## config.mk

```make
export PLATFORM = sky130hd
export DESIGN_NAME = execution_error_classifier
export DESIGN_NICKNAME = d
export VERILOG_FILES = /design/src/exec_pkg.sv /design/src/exec_error_classifier.sv /design/src/exec_code_picker.sv
export VERILOG_INCLUDE_DIRS = /design/src
export SDC_FILE = /design/constraint.sdc
export NUM_CORES = 1
export LEC_CHECK = 0
export ABC_CLOCK_PERIOD_IN_PS = 2300
export BUFFER_PORTS_ARGS = -buffer_cell sky130_fd_sc_hd__buf_2
export CAP_MARGIN = 5
export CORE_MARGIN = 5
export CORE_UTILIZATION = 48
export DETAILED_ROUTE_END_ITERATION = 12
export GPL_TIMING_DRIVEN = 0
export PLACE_DENSITY = 0.83
export SLEW_MARGIN = 5
export SYNTH_ARGS = -nofsm -noshare
export SYNTH_HDL_FRONTEND = slang
export SYNTH_SLANG_ARGS = --single-unit
```

## constraint.sdc

```tcl
create_clock -name mclk -period 2.3 [get_ports mclk]
set_input_delay 0.115 -clock mclk [delete_from_list [all_inputs] [get_ports mclk]]
set_output_delay 0.115 -clock mclk [all_outputs]
set_load 0.05 [all_outputs]
```

## src/exec_cfg.svh

```systemverilog
// Constants for the execution error classifier: error codes, status bit, widths.
// Assumes inclusion by bare name from every file that needs a code or a field position.
`ifndef EXEC_CFG_SVH
`define EXEC_CFG_SVH

// ****************************************************************
// Code and status layout
// ****************************************************************
`define CODE_W          16
`define ESR_W           8
`define ESR_EXEC_BIT    4
`define ESR_NONE        8'h00
`define ESR_EXEC_MASK   8'h10
`define CODE_NONE       16'h0000
`define CODE_MIN        16'hFED5
`define CODE_MAX        16'hFF38
`define CODE_GENERIC    16'hFF38
`define CODE_LOCAL      16'hFF37
`define CODE_PROTECTED  16'hFF35
`define CODE_TRIG_IGN   16'hFF2D
`define CODE_INIT_IGN   16'hFF2B
`define CODE_PARAM      16'hFF24
`define CODE_CONFLICT   16'hFF23
`define CODE_RANGE      16'hFF22
`define CODE_ILLEGAL    16'hFF20

`endif

```

## src/exec_pkg.sv

```systemverilog
// Types shared by the classifier and its code picker.
// Assumes exec_cfg.svh is on the include path.
`include "exec_cfg.svh"

package exec_pkg;

   // Per-message facts, latched when the parsed message is taken.
   typedef struct packed {
      logic is_get;          // Bus trigger message.
      logic is_trg;          // Common trigger command.
      logic is_trig_sig;     // Hardware trigger signal.
      logic is_init;         // Measurement start request.
      logic local_blocked;   // Would change a front panel setting.
      logic pw_protected;    // Command sits behind a password.
      logic param_conflict;  // Parameter clashes with present state.
      logic param_range;     // Parameter outside its legal range.
      logic param_list;      // Parameter matches no listed choice.
      logic param_other;     // Parameter fault of no finer kind.
      logic device_cond;     // Any other condition that stops execution.
   } exec_req_t;

   // Instrument levels, sampled when evaluation completes.
   typedef struct packed {
      logic hard_local;      // Held in local by a hard control.
      logic cmd_enabled;     // Protected commands are unlocked.
      logic trig_capable;    // Instrument has trigger capability.
      logic trig_ready;      // Ready to act on a trigger.
      logic meas_busy;       // A measurement is running.
   } exec_cond_t;

   // Classification result of one message.
   typedef struct packed {
      logic                 exec_err;
      logic                 cmd_err;
      logic                 get_dropped;
      logic [`CODE_W-1:0]   code;
   } exec_verdict_t;

endpackage

```

## src/exec_error_classifier.sv

```systemverilog
// Execution error classifier: takes one parsed, valid message, waits for evaluation,
// then reports at most one execution code and the status bit that goes with it.
// Assumes all inputs come from logic on mclk, so none is synchronised here.
`timescale 1ns/1ps
`include "exec_cfg.svh"

module execution_error_classifier
(
   // Clock and reset
   input  wire                          mclk,
   input  wire                          rst_b,
   // Parsed message from the command parser
   input  wire                          req_valid,
   input  wire exec_pkg::exec_req_t     req,
   // Rounding and expression evaluation finished for the held message
   input  wire                          eval_done,
   // Instrument levels
   input  wire exec_pkg::exec_cond_t    cond,
   // Status and error reporting
   output logic                         busy,
   output logic                         err_valid,
   output logic [`CODE_W-1:0]           err_code,
   output logic [`ESR_W-1:0]            esr_set,
   output logic                         cmd_err,
   output logic                         get_dropped,
   output logic                         exec_ok
);

   typedef enum logic [0:0] {S_IDLE, S_WAIT} state_t;

   state_t                    state;
   state_t                    next_state;
   exec_pkg::exec_req_t       held;
   exec_pkg::exec_verdict_t   verdict;

   // ****************************************************************
   // Message hand-off
   // ****************************************************************

   // A message arriving while one is held is ignored; the parser must watch busy.
   wire take   = (state == S_IDLE) & req_valid;
   wire finish = (state == S_WAIT) & eval_done;

   assign next_state = take   ? S_WAIT :
                       finish ? S_IDLE : state;

   // State register.
   always_ff @(posedge mclk or negedge rst_b)
   begin
      if (!rst_b)
         state <= S_IDLE;
      else
         state <= next_state;
   end

   // The message is latched so later parser activity cannot disturb the verdict.
   always_ff @(posedge mclk or negedge rst_b)
   begin
      if (!rst_b)
         held <= '0;
      else if (take)
         held <= req;
   end

   // ****************************************************************
   // Classification
   // ****************************************************************

   exec_code_picker u_picker
   (
      .req     (held),
      .cond    (cond),
      .verdict (verdict)
   );

   // Results are sampled only once evaluation is over, so a rounded value
   // is judged in its final form and never raises an error on its own.
   wire                 next_err   = finish & verdict.exec_err;
   wire [`CODE_W-1:0]   next_code  = next_err ? verdict.code : `CODE_NONE;
   wire [`ESR_W-1:0]    next_esr   = next_err ? `ESR_EXEC_MASK : `ESR_NONE;
   wire                 next_cmd   = finish & verdict.cmd_err;
   wire                 next_get   = finish & verdict.get_dropped;
   wire                 next_ok    = finish & ~verdict.exec_err & ~verdict.cmd_err;
   wire                 next_busy  = (next_state == S_WAIT);

   // Report register: every output is a pulse of one cycle except busy.
   always_ff @(posedge mclk or negedge rst_b)
   begin
      if (!rst_b)
      begin
         err_valid   <= 1'b0;
         err_code    <= `CODE_NONE;
         esr_set     <= `ESR_NONE;
         cmd_err     <= 1'b0;
         get_dropped <= 1'b0;
         exec_ok     <= 1'b0;
         busy        <= 1'b0;
      end
      else
      begin
         err_valid   <= next_err;
         err_code    <= next_code;
         esr_set     <= next_esr;
         cmd_err     <= next_cmd;
         get_dropped <= next_get;
         exec_ok     <= next_ok;
         busy        <= next_busy;
      end
   end

   // Messages with no condition ranked above the parameter codes, so one of those must win.
   wire plain_param = !held.local_blocked && !held.pw_protected && !held.is_init
                      && !held.is_get && !held.is_trg && !held.is_trig_sig;
endmodule // execution_error_classifier

```

## src/exec_code_picker.sv

```systemverilog
// Combinational code picker: maps one message and the instrument levels to a verdict.
// Assumes inputs are stable for the cycle in which the caller registers the result.
`timescale 1ns/1ps
`include "exec_cfg.svh"

module exec_code_picker
(
   // Message and instrument state
   input  wire exec_pkg::exec_req_t     req,
   input  wire exec_pkg::exec_cond_t    cond,
   // Verdict
   output exec_pkg::exec_verdict_t      verdict
);

   // ****************************************************************
   // Condition decode
   // ****************************************************************

   // A device without trigger capability never sees a trigger as an execution matter.
   wire dt0_trg     = req.is_trg & ~cond.trig_capable;
   wire dt0_get     = req.is_get & ~cond.trig_capable;
   wire hit_local   = req.local_blocked & cond.hard_local;
   wire hit_prot    = req.pw_protected & ~cond.cmd_enabled;
   wire any_trig    = req.is_get | req.is_trg | req.is_trig_sig;
   wire hit_trig    = any_trig & cond.trig_capable & ~cond.trig_ready;
   wire hit_init    = req.is_init & cond.meas_busy;
   wire hit_param   = req.param_conflict | req.param_range | req.param_list
                      | req.param_other;
   wire hit_any     = hit_local | hit_prot | hit_trig | hit_init | hit_param
                      | req.device_cond;

   // Most specific first; the generic code is the last resort.
   wire [`CODE_W-1:0] pick =
      hit_local          ? `CODE_LOCAL     :
      hit_prot           ? `CODE_PROTECTED :
      hit_trig           ? `CODE_TRIG_IGN  :
      hit_init           ? `CODE_INIT_IGN  :
      req.param_conflict ? `CODE_CONFLICT  :
      req.param_range    ? `CODE_RANGE     :
      req.param_list     ? `CODE_ILLEGAL   :
      req.param_other    ? `CODE_PARAM     :
                           `CODE_GENERIC;

   // A command error takes the event whole, so no execution code comes with it.
   assign verdict.cmd_err     = dt0_trg;
   assign verdict.get_dropped = dt0_get;
   assign verdict.exec_err    = hit_any & ~dt0_trg & ~dt0_get;
   assign verdict.code        = verdict.exec_err ? pick : `CODE_NONE;

endmodule // exec_code_picker

```

==> results.txt <==
The run finished with clean final reports. In this run the standard cell core region covers 0.00200 mm^2. The tools report the number of global-route vias before repair as 754.

The run gives 0.454 as the sequential fraction of design power. Traced cell by cell, the critical path runs through nor4_2, nand4_1, a221oi_1. The buffer cell driving the clock tree root was sky130_fd_sc_hd__clkbuf_4. On the critical path the largest part of the delay comes from simple AND/OR/NAND/NOR gates.

For the clock latency on the worst-skew pair, the log shows 0.30 ns. STA puts the critical path data arrival time at 1.62 ns. The register area share after synthesis is 0.512.

The worst min-delay path category is input port to flip-flop. The die area was 0.00316 mm^2. The tree built by TritonCTS fans out to 21 sinks. The maximum fanout along the worst path is 4, and the area share of the largest cell type after synthesis is 0.512.

The tools report the pin count of the biggest net entering global routing as 22. The tools report the number of pins exceeding their max-slew limit in the final report as 0. The global-route met2 utilization is 0.207. The run gives 0.722 as the global placement routability congestion.

The cell with the largest stage delay on the worst path is sky130_fd_sc_hd__nor4_2. The internal portion of the total power is 645 uW. Sorting the synthesized cells by how often they occur yields sky130_fd_sc_hd__dfrtp_1, sky130_fd_sc_hd__buf_4, sky130_fd_sc_hd__mux2_1. Die outline height: 56.2 um. Relative to the synthesized area, the layout overhead comes to 28.8%. For the cell leakage power, the log shows 0.000718 uW. The tools report the number of fillers in the final layout as 189. The initial antenna violation count was 0. The count of input and output buffers is 39, and the maximum count of clock buffers along a single path is 2. The most common cell in the synthesized netlist is sky130_fd_sc_hd__dfrtp_1. The tools report the level count of the clock H-tree as 1.

The final core utilization came out at 0.660. After detailed routing, the number of remaining DRC violations is 0. Counting flops and latches in the post-synthesis netlist gives 21.

Summed over all layers, the routed wires come to 1.77 mm. The fraction of registers with async set or reset after synthesis is 1.00. In this run, post-CTS repair resized a total of 0 instances.

The cell count of the worst hold path is 2, and the number of placed instances with taps included is 165. After clock tree synthesis, the clock-pin slew on the worst setup and hold paths is 0.11 ns. STA classifies the critical path endpoint as a flip-flop. After global routing, the most crowded layer is met2.

The largest single stage delay on the critical path is 0.45 ns. Counting cells, the worst reg-to-reg path comes to 3. Setup repair after global routing left no endpoint under its margin. Total power for the finished layout comes to 1070 uW. TritonCTS built the clock tree. The run gives 0.513 as the effective utilization at floorplan. Using the TritonRoute via totals, the vias-per-cell ratio works out to 4.44. STA puts the critical path data required time at 2.49 ns. Portion of the clock cycle consumed by the worst path in the final layout: 0.625. The mean post-synth cell area was 11.3 um^2; the number of nets in the final layout was 164. The final instance area came out at 0.00132 mm^2.

The clock period could shrink to 1.44 ns. The pre-antenna-repair detailed-routing pass consisted of 2 iterations. The max-capacitance violation count was 0; the layout cell share with drive strength beyond 1 was 0.490.

Combinational share of power: 0.387. Total count of hold-check failures in the final report: 0. The worst setup path is launched from a flip-flop.

The critical path runs through a total of 3 cells. The half-perimeter wire length of the detailed placement result was 1.49 mm. The end point of the critical path is exec_ok$_DFF_PN0_. The largest total area in the synthesized netlist belongs to sky130_fd_sc_hd__dfrtp_1. The count of final setup violators is 0. The power density over the cells is 807 mW/mm^2, and the first-pass GRT wire length is 3.19 mm. The worst path buffer plus inverter count was 0; the number of ports placed on the die boundary was 49. In this run the horizontal extent of the chip is 56.2 um.

Yosys printed 0 warnings. The number of synthesized flops with an enable pin was 0; the peak clock frequency supported by timing was 0.696 GHz. The total cell area at the placement stage was 0.00128 mm^2. The net switching fraction of the power was 0.395. The worst register-to-register path begins at held[3]$_DFFE_PN0P_. The routed wirelength normalized by instance count was 10.4 um.

The most used flip-flop cell after synthesis is sky130_fd_sc_hd__dfrtp_1. Detailed routing inserted a total of 754 vias. The overall track demand over capacity in global routing is 0.125.

The logs give 0.591 mV for the peak supply drop and 0.00518 ns for the setup skew after layout. For the power share of the clock group, the log shows 0.158. The critical path in this run is classified as flip-flop to flip-flop. The total overflow left after global routing is 0. The synthesized netlist cell count was 91.

After floorplanning, the core was divided into 16 placement rows. Yosys attributes the largest share of cell area to sky130_fd_sc_hd__dfrtp_1, sky130_fd_sc_hd__buf_4, sky130_fd_sc_hd__mux2_1, sky130_fd_sc_hd__mux2_2, sky130_fd_sc_hd__nand2_1. Excluding fillers, the count of instances in the completed layout stands at 170. The tools report the violation count after the first detailed-route iteration as 6. The logs give 422 uW for the net switching component of the power and 0 for the final antenna diode count. Number of routed nets with antenna violations: 0. Clock tree synthesis inserted a total of 3 buffers. The summed instance area of the synthesized netlist was 0.00103 mm^2. The beginning of the critical path was held[3]$_DFFE_PN0P_. Met3 usage: 0.0418. The run gives 0.149 as the met1 track demand over resource.

Yosys mapped the design onto 29 distinct sky130hd cell types. The reg-to-reg endpoint was exec_ok$_DFF_PN0_. Summed over all failing endpoints, the final setup total negative slack is 0 ns.

The setup check on the worst reg-to-reg path leaves a slack of 0.86 ns.
==> layer usage <==
layer	vias to the layer above	wire length (um)
met5	-	0
met1	329	693
li1	382	-
met4	0	25
met2	39	811
met3	4	244
==> sequential cells by signal (all words and copies together) (netlist names) <==
name         count
cmd_err          1
held            11
exec_ok          1
get_dropped      1
state            1
esr_set          1
err_code         5
==> stage by stage <==
step                worst slack [ns]  hold slack (ns)
detailed placement             0.869           0.0845
global route                   0.687           0.0129
finish                         0.864           0.0239
CTS                            0.859           0.0135
global placement               0.887           0.0725
floorplan                      0.749           -0.181
==> worst register-to-register path: stages (launching register included) <==
cell and delay [ns]:
sky130_fd_sc_hd__dfrtp_1 0.42, sky130_fd_sc_hd__nor4_2 0.45, sky130_fd_sc_hd__nand4_1 0.17, sky130_fd_sc_hd__a221oi_1 0.29
==> final cells by class <==
type	instances	area, um^2	area share
sequential	21	526	0.398
buffer	22	156	0.118
clock buffer	4	26.3	0.0199
inverter	5	18.8	0.0142
timing repair buffer	40	205	0.155
tap	27	33.8	0.0256
multi-input combinational	51	355	0.269
==> cell families (layout without fill, tap and decap cells) <==
| logic type | after synthesis | in the layout | share of synthesized area |
|---|---|---|---|
| buffers and inverters | 27 | 71 | 0.171 |
| DFF | 21 | 21 | 0.512 |
| and+or+nand+nor | 21 | 21 | 0.116 |
| AOI/OAI and AO/OA | 11 | 11 | 0.0878 |
| muxes | 10 | 10 | 0.110 |
| other | 1 | 9 | 0.00366 |
==> cell usage in the layout (no fill, tap or decap), drive strengths merged, types with 3 or more instances in the layout <==
cell and n:
conb 9, clkbuf 4, buf 61, a21oi 3, nand2 6, dfrtp 21, inv 5, mux2 10
==> power groups by stage <==
| stage | sequential [uW] | combinational, uW | clock, uW |
|---|---|---|---|
| finish | 484 | 413 | 169 |
| floorplan | 546 | 270 | 0 |
| global placement | 489 | 405 | 0 |
| global route | 497 | 448 | 192 |
| CTS | 485 | 417 | 178 |
| detailed placement | 494 | 414 | 0 |
==> worst min path at each step <==
stage            start             endpoint  slack (ns)
2_1_floorplan    rst_b    cmd_err$_DFF_PN0_       -0.18
3_3_place_gp     rst_b  held[2]$_DFFE_PN0P_        0.07
3_5_place_dp     rst_b  held[2]$_DFFE_PN0P_        0.08
4_1_cts        cond[2]    cmd_err$_DFF_PN0_        0.01
5_1_grt         req[7]  held[7]$_DFFE_PN0P_        0.01
6_report        req[7]  held[7]$_DFFE_PN0P_        0.02
==> what timing repair did <==
action,4_1_cts,5_1_grt
hold endpoints to repair,21,0
hold buffers,1,0
buffers inserted,0,0
Note: power is estimated with default switching activity, not from simulation.
